File: src/rtl/flow_control_consts.vh
`ifndef FLOW_CONTROL_CONSTS_VH
`define FLOW_CONTROL_CONSTS_VH

// ----------------------------------------------------------------
// Register map
// ----------------------------------------------------------------
`define FC_ADDR_W            12
`define FC_PORT1_OFFSET      12'h1A0
`define FC_RESERVED_FILL     25'h0000000

// ----------------------------------------------------------------
// Field positions of the port 1 flow control register
// ----------------------------------------------------------------
`define FC_BIT_MANUAL_SEL    0
`define FC_BIT_TX_PAUSE      1
`define FC_BIT_RX_PAUSE      2
`define FC_BIT_CUR_TX        3
`define FC_BIT_CUR_RX        4
`define FC_BIT_CUR_DUPLEX    5
`define FC_BIT_BACKPRESSURE  6

// ----------------------------------------------------------------
// Reset values before the straps are captured
// ----------------------------------------------------------------
`define FC_RST_BIT           1'b0
`define FC_RST_STRAPS        3'h0
`define FC_RST_READDATA      32'h00000000
`define FC_UNMAPPED_DATA     32'h00000000

// ----------------------------------------------------------------
// Port 1 operating modes
// ----------------------------------------------------------------
`define FC_MODE_INTERNAL_PHY 2'h0
`define FC_MODE_MII_PHY      2'h1
`define FC_MODE_RMII_PHY     2'h2
`define FC_MODE_MII_MAC      2'h3

// ----------------------------------------------------------------
// Strap vector layout
// ----------------------------------------------------------------
`define FC_STRAP_BP          0
`define FC_STRAP_FD_PAUSE    1
`define FC_STRAP_MANUAL      2
`define FC_STRAP_W           3

`endif

File: src/rtl/flow_resolve.v
`timescale 1ns/1ps

module flow_resolve (
  input  wire manual_select,
  input  wire autoneg_enable,
  input  wire full_duplex,
  input  wire manual_rx,
  input  wire manual_tx,
  input  wire an_rx,
  input  wire an_tx,
  output reg  rx_active,
  output reg  tx_active
);

  // ----------------------------------------------------------------
  // Pause only applies in full duplex
  // ----------------------------------------------------------------
  always @* begin
    rx_active = 1'b0;
    tx_active = 1'b0;
    if (full_duplex) begin
      if (manual_select || !autoneg_enable) begin
        rx_active = manual_rx;
        tx_active = manual_tx;
      end else begin
        rx_active = an_rx;
        tx_active = an_tx;
      end
    end
  end

endmodule // flow_resolve

File: src/rtl/port1_flow_control_config.v
// Operation
// - Bit 6 enables half-duplex backpressure on port 1.
// - Read-only bit 5 shows duplex in effect: 0 full, 1 half.
// - Read-only bit 4 shows receive pause currently active.
// - Read-only bit 3 shows transmit pause currently active.
// - Status bits follow the enabled flow control, manual or negotiated.
// - Bit 2 enables received pause detection when manual or autoneg off.
// - Bit 1 enables pause generation when manual or autoneg off.
// - Manual select 0 with autoneg on: negotiated result used, manual ignored.
// - Manual select 0 with autoneg off: manual enables applied.
// - Manual select 1: manual enables decide flow control in full duplex.
// - In MII PHY, RMII PHY, MII MAC modes manual select held at 1.
// - Manual select read-only in those modes, read-write otherwise.
// - In those modes manual select defaults 1, loader never overwrites it.
// - Otherwise manual select defaults from manual flow strap.
// - Backpressure enable defaults from backpressure strap latched at reset.
// - Manual pause enables default from full-duplex pause strap.
// - Status reset values derive from the combined straps.
// - Loader rewriting straps updates the strap-derived fields.
// - Writes do not change the PHY pause advertisement.
//
// Local design decision: the Avalon-MM interface to the registers.
`timescale 1ns/1ps
`include "flow_control_consts.vh"

module port1_flow_control_config #(
  parameter ADDR_W = `FC_ADDR_W
) (
  input  wire              clk,
  input  wire              rst_n,
  input  wire [ADDR_W-1:0] address,
  input  wire              read,
  input  wire              write,
  input  wire [31:0]       writedata,
  input  wire [3:0]        byteenable,
  output reg  [31:0]       readdata,
  output reg               waitrequest,
  input  wire [1:0]        port_mode,
  input  wire              autoneg_enable,
  input  wire              link_full_duplex,
  input  wire              an_rx_pause,
  input  wire              an_tx_pause,
  input  wire              backpressure_strap,
  input  wire              full_duplex_pause_strap,
  input  wire              manual_flow_strap,
  input  wire              strap_reload,
  output reg               backpressure_enable,
  output reg               backpressure_active,
  output reg               rx_pause_enable,
  output reg               tx_pause_enable
);

  localparam ST_IDLE = 1'b0;
  localparam ST_ACK  = 1'b1;

  reg                   state_reg;
  reg                   state_next;
  reg                   manual_flow_select_reg;
  reg                   manual_rx_pause_enable_reg;
  reg                   manual_tx_pause_enable_reg;
  reg                   current_duplex_status_reg;
  reg                   current_rx_pause_status_reg;
  reg                   current_tx_pause_status_reg;
  reg  [31:0]           readdata_next;
  wire [`FC_STRAP_W-1:0] strap_bus;
  wire [`FC_STRAP_W-1:0] strap_value;
  wire                  strap_load;
  wire                  no_autoneg_mode;
  wire                  reg_hit;
  wire                  write_commit;
  wire                  rx_resolved;
  wire                  tx_resolved;
  wire [31:0]           reg_image;

  // ----------------------------------------------------------------
  // Strap capture and reload
  // ----------------------------------------------------------------
  assign strap_bus[`FC_STRAP_BP]       = backpressure_strap;
  assign strap_bus[`FC_STRAP_FD_PAUSE] = full_duplex_pause_strap;
  assign strap_bus[`FC_STRAP_MANUAL]   = manual_flow_strap;

  strap_capture #(
    .WIDTH (`FC_STRAP_W)
  ) u_strap_capture (
    .clk         (clk),
    .rst_n       (rst_n),
    .strap_in    (strap_bus),
    .reload      (strap_reload),
    .strap_value (strap_value),
    .strap_load  (strap_load)
  );

  assign no_autoneg_mode = (port_mode == `FC_MODE_MII_PHY) ||
                           (port_mode == `FC_MODE_RMII_PHY) ||
                           (port_mode == `FC_MODE_MII_MAC);

  // ----------------------------------------------------------------
  // Avalon slave handshake: one wait cycle, then acknowledge
  // ----------------------------------------------------------------
  assign reg_hit      = (address == `FC_PORT1_OFFSET);
  assign write_commit = (state_reg == ST_ACK) && write && reg_hit && byteenable[0];

  always @* begin
    state_next = state_reg;
    case (state_reg)
      ST_IDLE: begin
        if (read || write) begin
          state_next = ST_ACK;
        end
      end
      ST_ACK: begin
        state_next = ST_IDLE;
      end
      default: begin
        state_next = ST_IDLE;
      end
    endcase
  end

  always @(posedge clk or negedge rst_n) begin
    if (!rst_n) begin
      state_reg   <= ST_IDLE;
      waitrequest <= 1'b1;
      readdata    <= `FC_RST_READDATA;
    end else begin
      state_reg   <= state_next;
      waitrequest <= ~((state_reg == ST_IDLE) && (read || write));
      if ((state_reg == ST_IDLE) && read) begin
        readdata <= readdata_next;
      end
    end
  end

  // ----------------------------------------------------------------
  // Read image
  // ----------------------------------------------------------------
  assign reg_image = {`FC_RESERVED_FILL,
                      backpressure_enable,
                      current_duplex_status_reg,
                      current_rx_pause_status_reg,
                      current_tx_pause_status_reg,
                      manual_rx_pause_enable_reg,
                      manual_tx_pause_enable_reg,
                      manual_flow_select_reg};

  always @* begin
    readdata_next = `FC_UNMAPPED_DATA;
    if (reg_hit) begin
      readdata_next = reg_image;
    end
  end

  // ----------------------------------------------------------------
  // Writable fields; the strap reload wins over a write in one cycle
  // Nothing here reaches the PHY advertisement register
  // ----------------------------------------------------------------
  always @(posedge clk or negedge rst_n) begin
    if (!rst_n) begin
      backpressure_enable        <= `FC_RST_BIT;
      manual_rx_pause_enable_reg <= `FC_RST_BIT;
      manual_tx_pause_enable_reg <= `FC_RST_BIT;
      manual_flow_select_reg     <= `FC_RST_BIT;
    end else if (strap_load) begin
      backpressure_enable        <= strap_value[`FC_STRAP_BP];
      manual_rx_pause_enable_reg <= strap_value[`FC_STRAP_FD_PAUSE];
      manual_tx_pause_enable_reg <= strap_value[`FC_STRAP_FD_PAUSE];
      if (no_autoneg_mode) begin
        manual_flow_select_reg <= 1'b1;
      end else begin
        manual_flow_select_reg <= strap_value[`FC_STRAP_MANUAL];
      end
    end else begin
      if (write_commit) begin
        backpressure_enable        <= writedata[`FC_BIT_BACKPRESSURE];
        manual_rx_pause_enable_reg <= writedata[`FC_BIT_RX_PAUSE];
        manual_tx_pause_enable_reg <= writedata[`FC_BIT_TX_PAUSE];
      end
      if (no_autoneg_mode) begin
        manual_flow_select_reg <= 1'b1;
      end else if (write_commit) begin
        manual_flow_select_reg <= writedata[`FC_BIT_MANUAL_SEL];
      end
    end
  end

  // ----------------------------------------------------------------
  // Flow control in effect and its status
  // ----------------------------------------------------------------
  flow_resolve u_flow_resolve (
    .manual_select  (manual_flow_select_reg),
    .autoneg_enable (autoneg_enable & ~no_autoneg_mode),
    .full_duplex    (link_full_duplex),
    .manual_rx      (manual_rx_pause_enable_reg),
    .manual_tx      (manual_tx_pause_enable_reg),
    .an_rx          (an_rx_pause),
    .an_tx          (an_tx_pause),
    .rx_active      (rx_resolved),
    .tx_active      (tx_resolved)
  );

  always @(posedge clk or negedge rst_n) begin
    if (!rst_n) begin
      current_duplex_status_reg   <= `FC_RST_BIT;
      current_rx_pause_status_reg <= `FC_RST_BIT;
      current_tx_pause_status_reg <= `FC_RST_BIT;
      rx_pause_enable             <= `FC_RST_BIT;
      tx_pause_enable             <= `FC_RST_BIT;
      backpressure_active         <= `FC_RST_BIT;
    end else begin
      current_duplex_status_reg   <= ~link_full_duplex;
      current_rx_pause_status_reg <= rx_resolved;
      current_tx_pause_status_reg <= tx_resolved;
      rx_pause_enable             <= rx_resolved;
      tx_pause_enable             <= tx_resolved;
      backpressure_active         <= backpressure_enable & ~link_full_duplex;
    end
  end

endmodule // port1_flow_control_config

File: src/rtl/strap_capture.v
`timescale 1ns/1ps
`include "flow_control_consts.vh"

module strap_capture #(
  parameter WIDTH = `FC_STRAP_W
) (
  input  wire             clk,
  input  wire             rst_n,
  input  wire [WIDTH-1:0] strap_in,
  input  wire             reload,
  output reg  [WIDTH-1:0] strap_value,
  output reg              strap_load
);

  reg armed_reg;

  // ----------------------------------------------------------------
  // Capture at the first edge after reset release and on each reload
  // ----------------------------------------------------------------
  always @(posedge clk or negedge rst_n) begin
    if (!rst_n) begin
      armed_reg   <= 1'b0;
      strap_value <= {WIDTH{1'b0}};
      strap_load  <= 1'b0;
    end else begin
      armed_reg  <= 1'b1;
      strap_load <= 1'b0;
      if (!armed_reg || reload) begin
        strap_value <= strap_in;
        strap_load  <= 1'b1;
      end
    end
  end

endmodule // strap_capture

File: config.mk
export PLATFORM = sky130hd
export DESIGN_NAME = port1_flow_control_config
export DESIGN_NICKNAME = d
export VERILOG_FILES = /design/src/rtl/flow_resolve.v /design/src/rtl/port1_flow_control_config.v /design/src/rtl/strap_capture.v
export VERILOG_INCLUDE_DIRS = /design/src /design/src/rtl
export SDC_FILE = /design/constraint.sdc
export NUM_CORES = 1
export LEC_CHECK = 0
export BUFFER_PORTS_ARGS = -buffer_cell sky130_fd_sc_hd__clkbuf_2
export CAP_MARGIN = 10
export CELL_PAD_IN_SITES_DETAIL_PLACEMENT = 0
export CELL_PAD_IN_SITES_GLOBAL_PLACEMENT = 1
export CORE_MARGIN = 1
export CORE_UTILIZATION = 27
export CTS_CLUSTER_DIAMETER = 30
export DETAILED_ROUTE_END_ITERATION = 8
export GPL_TIMING_DRIVEN = 0
export PLACE_DENSITY_LB_ADDON = 0.3
export REMOVE_ABC_BUFFERS = 1
export SLEW_MARGIN = 20
export SYNTH_ARGS = -nofsm -noshare
export SYNTH_HDL_FRONTEND = slang
export SYNTH_SLANG_ARGS = --single-unit
export TNS_END_PERCENT = 10
File: constraint.sdc
create_clock -name clk -period 2.35 [get_ports clk]
set_input_delay 0.1175 -clock clk [delete_from_list [all_inputs] [get_ports clk]]
set_output_delay 0.1175 -clock clk [all_outputs]
set_load 0.02 [all_outputs]
Word-level counts from Yosys, hierarchy flattened
Cells that the tools add are included.
{ "totals": {"output_inout_bits": 37, "word_cells": 56, "register_bits": 47} }
{ "classes": {"bitwise": 6, "reduce_logical": 14, "n_eq_ne": 4, "muxes": 18} }
{ "ops": {"columns": ["operator", "n"], "rows": [
  ["2-to-1 mux 1 bit", 16],
  ["== test 12 x 9 -> 1 bit, second input constant", 1],
  ["2-to-1 mux 7 bit", 1],
  ["logical AND 1 bit", 5],
  ["logical OR 1 bit", 5],
  ["== test 2 bit, second input constant", 2],
  ["NOT 1 bit", 4],
  ["nonzero test 3 bit", 1],
  ["bitwise AND 1 bit", 2],
  ["== test 2 x 1 -> 1 bit, second input constant", 1],
  ["zero test 1 bit", 2],
  ["one-hot mux 1 bit (2 select lines)", 1],
  ["nonzero test 2 bit", 1]
]} }

Logic depth before layout (Yosys ltp)
Gate-level depths: netlist of the first run.
{ "logic_depth": {"depth_word": 9, "ltp_mapped": 4, "mapped_depth_nobuf": 3} }

By module
From an unflattened synthesis of the first run, not the netlist that was laid out.
{ "hier_totals": {"cells_unflattened": 95, "area_unflattened_um2": 1129.8} }
{ "modules_own_cells": {"columns": ["module", "area_each_um2", "cells_each", "seq_area_each_um2", "instances"], "rows": [
  ["port1_flow_control_config", 893.4, 78, 426.7, 1],
  ["strap_capture", 187.7, 10, 125.1, 1],
  ["flow_resolve", 48.8, 7, 0.0, 1]
]} }

Worst setup path after synthesis of the first run
Ideal clock, no wire load.
{ "synth_path": {"path_kind": "input -> register", "start": "input port address[3]", "end": "register backpressure_enable", "t_arrival_ns": 1.475, "n_path_buf": 0, "required_ns": 2.225, "setup_slack_ns": 0.751, "setup_time_ns": 0.125, "path_stages": 3, "path_cell_list": "or4_4 o41a_1 mux2_4"} }
{ "synth_via": {"elab_chain_len": 4} }
{ "synth_lines": {"columns": ["item", "line_no", "rtl"], "rows": [
  ["start, declared", "port1_flow_control_config.v:31", "input wire [ADDR_W-1:0] address,"],
  ["== test 12 x 9 -> 1 bit (no line)", null, null],
  ["logical AND 1 bit (2 in series)", "port1_flow_control_config.v:101", "assign write_commit = (state_reg == ST_ACK) && write && reg_hit && byteenable[0];"],
  ["nonzero test 2 bit (no line)", null, null],
  ["end signal, assigned", "port1_flow_control_config.v:159", "backpressure_enable <= `FC_RST_BIT;"],
  ["end signal, assigned", "port1_flow_control_config.v:164", "backpressure_enable <= strap_value[`FC_STRAP_BP];"],
  ["end signal, assigned", "port1_flow_control_config.v:174", "backpressure_enable <= writedata[`FC_BIT_BACKPRESSURE];"],
  ["end, declared", "port1_flow_control_config.v:47", "output reg backpressure_enable,"]
]} }
Every way passes these cells.
A chain may end at the register's enable or synchronous reset.

Worst setup path in the final report of the first run
{ "layout_path": {"start": "register state_reg", "end": "register readdata[3]"} }
{ "layout_via": {"elab_chain_len": 2} }
{ "layout_lines": {"columns": ["item", "line_no", "rtl"], "rows": [
  ["start, declared", "port1_flow_control_config.v:56", "reg state_reg;"],
  ["start signal, assigned", "port1_flow_control_config.v:126", "state_reg <= state_next;"],
  ["NOT 1 bit", "port1_flow_control_config.v:128", "if ((state_reg == ST_IDLE) && read) begin"],
  ["logical AND 1 bit", "port1_flow_control_config.v:128", null],
  ["end signal, assigned", "port1_flow_control_config.v:124", "readdata <= `FC_RST_READDATA;"],
  ["end signal, assigned", "port1_flow_control_config.v:129", "readdata <= readdata_next;"],
  ["end, declared", "port1_flow_control_config.v:36", "output reg [31:0] readdata,"]
]} }
Every way passes these cells.

==> results of run 1 <==
per-stage QoR:
| step | hold WS (ps) | instance area, µm² | util, % | instances | worst slack [ps] |
|---|---|---|---|---|---|
| global route | 6.67 | 1340 | 35.6 | 185 | 517 |
| detailed placement | 127 | 1260 | 33.4 | 180 | 608 |
| floorplan | -178 | 990 | - | 90 | 751 |
| global placement | 117 | 1260 | 33.4 | 180 | 622 |
| CTS | 17.7 | 1340 | 35.6 | 185 | 648 |
| finish | 20.6 | 1340 | 35.6 | 185 | 673 |
how the worst max path moves through the flow:
stage / startpoint / end / slack [ps] / depth (start not counted)
2_1_floorplan: address[3] / backpressure_enable$_DFFE_PN0P_ / 750 / 3
3_3_place_gp: address[3] / backpressure_enable$_DFFE_PN0P_ / 620 / 4
3_5_place_dp: address[3] / backpressure_enable$_DFFE_PN0P_ / 610 / 4
4_1_cts: state_reg$_DFF_PN0_ / readdata[3]$_DFFE_PN0P_ / 650 / 3
5_1_grt: state_reg$_DFF_PN0_ / readdata[3]$_DFFE_PN0P_ / 520 / 3
6_report: state_reg$_DFF_PN0_ / readdata[3]$_DFFE_PN0P_ / 670 / 3
worst max-delay path: stages, from the launching register on:
cell,delay [ps]
dfrtp_1,390
nand2b_1,300
nor4_2,690
a22o_1,230
power groups by stage:
stage / Combinational, mW / Sequential [mW] / Clock (mW)
2_1_floorplan: 0.0758 / 0.434 / 0
6_report: 0.136 / 0.418 / 0.344
3_3_place_gp: 0.134 / 0.425 / 0
4_1_cts: 0.138 / 0.419 / 0.354
5_1_grt: 0.149 / 0.422 / 0.372
3_5_place_dp: 0.136 / 0.427 / 0
layer usage:
| layer | global-route usage [%] | vias to the layer above | share of wire [%] |
|---|---|---|---|
| li1 | - | 352 | - |
| met2 | 15.6 | 42 | 47 |
| met5 | 0 | - | 0 |
| met4 | 2.99 | 0 | 0.73 |
| met1 | 11.4 | 332 | 43 |
| met3 | 3.82 | 2 | 8.7 |
placed cells by master (no fill, tap or decap), drive strengths merged:
cell type / count
conb: 26
or4: 1
nand4bb: 1
a22o: 7
dfrtp: 21
nor3: 1
nor2b: 2
bufinv: 1
mux2i: 3
or4b: 1
o41a: 1
mux2: 7
nand2: 1
a2111oi: 1
nor2: 3
clkbuf: 45
o21ai: 2
nor4b: 1
dfstp: 1
nand2b: 2
inv: 5
nor4: 1
or2: 1
nand3: 1
dlygate4sd3: 1
cell families after synthesis:
logic type,count (synthesis),synth area share [%]
DFF,22,50.6
other,2,0.688
AOI/OAI and AO/OA,11,8.37
and+or+nand+nor,16,10.1
buffers and inverters,31,19.3
muxes,10,11.0
final cells by class:
type,instances,area (µm²)
inverter,5,18.8
clock buffer,3,41.3
timing repair buffer,43,220
clock inverter,1,30.0
tap,48,60.1
multi-input combinational,63,419
fill,406,2430
sequential,22,552
timing repair:
action / CTS / global route
resized for setup: 0 / 0
endpoints found under the hold margin: 21 / 0
hold buffers: 1 / 0
==> metrics.txt, run 1 <==
routability congestion estimate=0.713; Synth area leaders=dfrtp_1 (48%), buf_4 (17%), a22o_1 (5.6%); post-synthesis sequential area ratio=50.6%; Max Clock Freq=596 MHz; r2r setup slk=670 ps; Gate Count Post-Synth=92; P_leak=0.708 nW; vias in the first global route=647; Synth Flop Type=dfrtp_1; Sw Ratio=24.0%; number of flip-flops in the largest register=7; largest net degree at the start of global routing=23; unrepaired setup endpoints after global routing=false; Setup crit start kind=register; FF-to-FF End=readdata[3]$_DFFE_PN0P_; Synth cell types=25; GR Overflow Total=0; standard-cell rows=22; Clk network pwr share=38.3%; antenna violations before repair=0; HP Class=in2reg; placed wire-length estimate=1590 µm; Gate power share=15.1%; starting density of the core=28.9%; Critical Path End Type=register; WP data required=2550 ps; remaining antenna violation count after routing=0; die outline width=65.6 µm; layout cell share with drive strength beyond 1=41.6%; commonest cells in the synthesized netlist=buf_4 (25), dfrtp_1 (21), a22o_1 (7); Final Hold Fails=0; reg2reg path depth=3; CTS tree=built; Pins Over Slew Limit=0; drt via density=3.94; most flop-heavy register=readdata; Post-Route WL=1920 µm; cell taking the most area after synthesis=dfrtp_1; Post-CTS Setup Bufs=0; I/O pins=99; Synth Cell Area=0.00109 mm²; Worst Hold Launch=link_full_duplex; Worst Skew=3.30 ps; syn_area_per_cell=11.9 µm²; DRC=0; warnings from Yosys=0; Internal Pwr Total=682 µW; die area=0.00430 mm²; TNS Setup=0 ps; Worst Max-Slew Pin Slew=675 ps; wire length per cell=10.4 µm; fin crit share=71.4%; biggest regs=readdata: 7 flops, u_strap_capture.strap_value: 3 flops; outcome=finished clean; nets@finish=200; Hold EP=backpressure_active$_DFF_PN0_; ANT cells=0; CP Max Fanout=8; Worst Hold Depth=2; drt initial violations=14; core area=0.00377 mm²; first-pass GRT wire length=3010 µm; MaxCap Viol Count=0; total number of vias=728; count leader, synth=buf_4; Period minus WS final=1680 ps; Post-synth EDFFs=0; CTS sink cnt=22; max_slew headroom=54.3%; DR pass1 iterations=4; VDD IR-drop max=0.238 mV; Critical R2R Launch=state_reg$_DFF_PN0_; Worst-path clk slew=80 ps; Switch Pwr=216 µW; part of the power in registers=46.6%; Yosys reg bits=22; port bufs=42; H-tree levels=1; gr usage total=9.56%; CP arrival=1870 ps; final setup fails=0; Pwr Total=898 µW; total CTS buffers=3; kind of critical path=reg2reg; worst-skew pair later-pin latency=260 ps; share of the synthesized area in the top cell type=48.2%; clk buf depth=2; die boundary height=65.6 µm; Synth async-reset ratio=100%; root buffer cell=clkbuf_8; P&R area growth vs syn=22.9%; pwr dens=670 mW/mm²
Note: power is estimated with default switching activity, not from simulation.
==> run 2: changes to the inputs <==
Settings changed: CORE_UTILIZATION 27 to 23.
Clock period 2.35 ns to 1.45 ns, I/O delays scaled along.
==> run 2 against run 1 <==
  * The run now ends with setup timing left
  * Cell count up 3.2%
  * Clock power rose by 10%
  * Hold slack gained 28 ps
  * Sequential share of layout area fell by 0.42 points
  * Flip-flop and latch count unchanged
  * Setup slack lost 680 ps
  * Register-to-register slack got worse by 620 ps
  * Via count up 3.7%
  * Non-clock buffer count up 2
  * Total power is 43% higher
==> metrics.txt, run 2 (synthesis results as in run 1) <==
outcome=finished with violations (was finished clean); failing checks=setup timing; Max Clock Freq=686 MHz; routability congestion estimate=0.732 (was 0.713); largest net degree at the start of global routing=23 (unchanged); Global Route met1 Usage=11.0% (was 11.4%); standard-cell rows=24 (was 22); Clk network pwr share=29.5% (was 38.3%); port bufs=42 (unchanged); pwr dens=951 mW/mm² (was 670 mW/mm²); placed inst area=0.00126 mm² (about the same); biggest regs=readdata: 7 flops, u_strap_capture.strap_value: 3 flops (unchanged); CP max stage delay=560 ps (was 690 ps); most common cell after layout, fill and taps aside=clkbuf_2 (unchanged); DR pass1 iterations=5 (was 4); Internal Pwr Total=936 µW (was 682 µW); commonest non-fill, non-tap cells in the layout=clkbuf_2 (42), conb_1 (26), dfrtp_1 (21) (unchanged); die area=0.00502 mm² (was 0.00430 mm²); first-pass GRT wire length=3550 µm (was 3010 µm); I/O pins=99 (unchanged); HP Class=in2reg (unchanged); Setup crit start kind=primary input (was register); final setup fails=1 (was 0); Period minus WS final=1460 ps; r2r setup slk=50 ps (was 670 ps); Sw Ratio=27.3% (was 24.0%); met3 GRT Util=2.71% (was 3.82%); CTS sink cnt=22 (unchanged); peak-usage layer in the global routing report=met2 (unchanged); P_leak=0.716 nW (was 0.708 nW); CTS tree=built (unchanged); Post-Route WL=2160 µm (was 1920 µm); layout cell share with drive strength beyond 1=42.4% (was 41.6%); fin crit share=101%; unrepaired setup endpoints after global routing=true (was false); Final Hold Fails=0 (unchanged); total number of vias=755 (was 728); FF-to-FF End=manual_rx_pause_enable_reg$_DFFE_PN0P_ (was readdata[3]$_DFFE_PN0P_); Worst Skew=2.43 ps (was 3.30 ps); Worst Max-Slew Pin Slew=542 ps (was 675 ps); remaining antenna violation count after routing=0 (unchanged); Slowest-stage cell, CP=o41a_1 (was nor4_2); vias in the first global route=788 (was 647); root buffer cell=clkbuf_8 (unchanged); kind of critical path=in2reg (was reg2reg); antenna violations before repair=0 (unchanged); wire length per cell=11.3 µm (was 10.4 µm); ANT cells=0 (unchanged); die boundary height=70.9 µm (was 65.6 µm); worst-skew pair later-pin latency=250 ps (was 260 ps); starting density of the core=24.5% (was 28.9%); part of the power in registers=52.6% (was 46.6%); CP arrival=1600 ps (was 1870 ps); most flop-heavy register=readdata (unchanged); drt via density=3.95 (was 3.94); Hold EP=u_strap_capture.strap_value[1]$_DFFE_PN0P_ (was backpressure_active$_DFF_PN0_); final instance area=0.00136 mm² (was 0.00134 mm²); number of flip-flops in the largest register=7 (unchanged); Critical R2R Launch=state_reg$_DFF_PN0_ (unchanged); met2 Use GR=15.2% (was 15.6%); nets@finish=202 (was 200); GR Overflow Total=0 (unchanged); Switch Pwr=352 µW (was 216 µW); DRC=0 (unchanged); Final Util=30.5% (was 35.6%); Final WS setup=-7.95 ps (was 673 ps); die outline width=70.9 µm (was 65.6 µm); Fillers=473 (was 406); WP data required=1590 ps (was 2550 ps); MaxCap Viol Count=0 (unchanged); placed wire-length estimate=1730 µm (was 1590 µm); max_slew headroom=63.8% (was 54.3%); Worst-path clk slew=70 ps (was 80 ps); Worst Hold Launch=full_duplex_pause_strap (was link_full_duplex); Pins Over Slew Limit=0 (unchanged); drt initial violations=8 (was 14); clk buf depth=2 (unchanged); Worst Hold Depth=2 (unchanged); critical-path cell list=clkbuf_2 > or4_4 > o41a_1 > mux2_4 (was nand2b_1 > nor4_2 > a22o_1); core area=0.00444 mm² (was 0.00377 mm²); P&R area growth vs syn=24.2% (was 22.9%); H-tree levels=1 (unchanged); Gate power share=17.8% (was 15.1%); total CTS buffers=3 (unchanged); Critical Path End Type=register (unchanged); CP Max Fanout=4 (was 8); VDD IR-drop max=0.426 mV (was 0.238 mV); gr usage total=8.79% (was 9.56%); reg2reg path depth=3 (unchanged)
-- run 2: routing by layer --
metal | wire [µm] | vias to the layer above
li1 | - | 356
met1 | 891 | 360
met2 | 1090 | 39
met3 | 175 | 0
met4 | 0 | 0
met5 | 0 | -
-- run 2: worst max-delay path by stage --
stage,to,slack (ps),startpoint
2_1_floorplan,backpressure_enable$_DFFE_PN0P_,-100,address[3]
3_3_place_gp,readdata[6]$_DFFE_PN0P_,-260,state_reg$_DFF_PN0_
3_5_place_dp,readdata[0]$_DFFE_PN0P_,-290,state_reg$_DFF_PN0_
4_1_cts,manual_rx_pause_enable_reg$_DFFE_PN0P_,-20,address[0]
5_1_grt,manual_rx_pause_enable_reg$_DFFE_PN0P_,-30,address[0]
6_report,manual_rx_pause_enable_reg$_DFFE_PN0P_,-8,address[0]
-- run 2: area by class of cell --
class	instances	area (µm²)	share of cell area, %
repair buffers	45	238	17.5
clock buffers	4	45.0	3.32
multi-input cells	63	437	32.2
well taps	52	65.1	4.80
inverters	5	18.8	1.39
flip-flops and latches	22	552	40.7
-- run 2: power groups by stage --
stage / combinational [mW] / clock [mW] / sequential (mW)
global placement: 0.217 / 0 / 0.690
CTS: 0.231 / 0.399 / 0.679
floorplan: 0.123 / 0 / 0.703
global route: 0.251 / 0.428 / 0.684
finish: 0.230 / 0.380 / 0.678
detailed placement: 0.223 / 0 / 0.691
-- run 2: metrics by stage --
| stage | worst slack, ps | hold slack [ps] | total power, mW | TNS (ps) | cells |
|---|---|---|---|---|---|
| 2_1_floorplan | -104 | -223 | 0.826 | -313 | 90 |
| 3_3_place_gp | -257 | 77.8 | 0.907 | -2640 | 184 |
| 3_5_place_dp | -286 | 90.1 | 0.914 | -2900 | 184 |
| 4_1_cts | -17.0 | 44.0 | 1.31 | -30.0 | 191 |
| 5_1_grt | -30.0 | 48.4 | 1.36 | -68.1 | 191 |
| 6_report | -7.95 | 48.5 | 1.29 | -7.95 | 191 |
-- run 2: what timing repair did --
action | 4_1_cts | 5_1_grt
endpoints found under the setup margin | 10 | 10
hold buffers | 2 | 0
setup buffers | 1 | 0
pin swaps | 3 | 0
gates resized for setup | 2 | 1
endpoints found under the hold margin | 22 | 0
-- run 2: critical path, delay by kind of cell --
kind | cells | cell delay [ps]
multiplexers | 1 | 340
buffers and inverters | 1 | 80
AND/OR/NAND/NOR | 1 | 540
AO/OA/AOI/OAI | 1 | 560
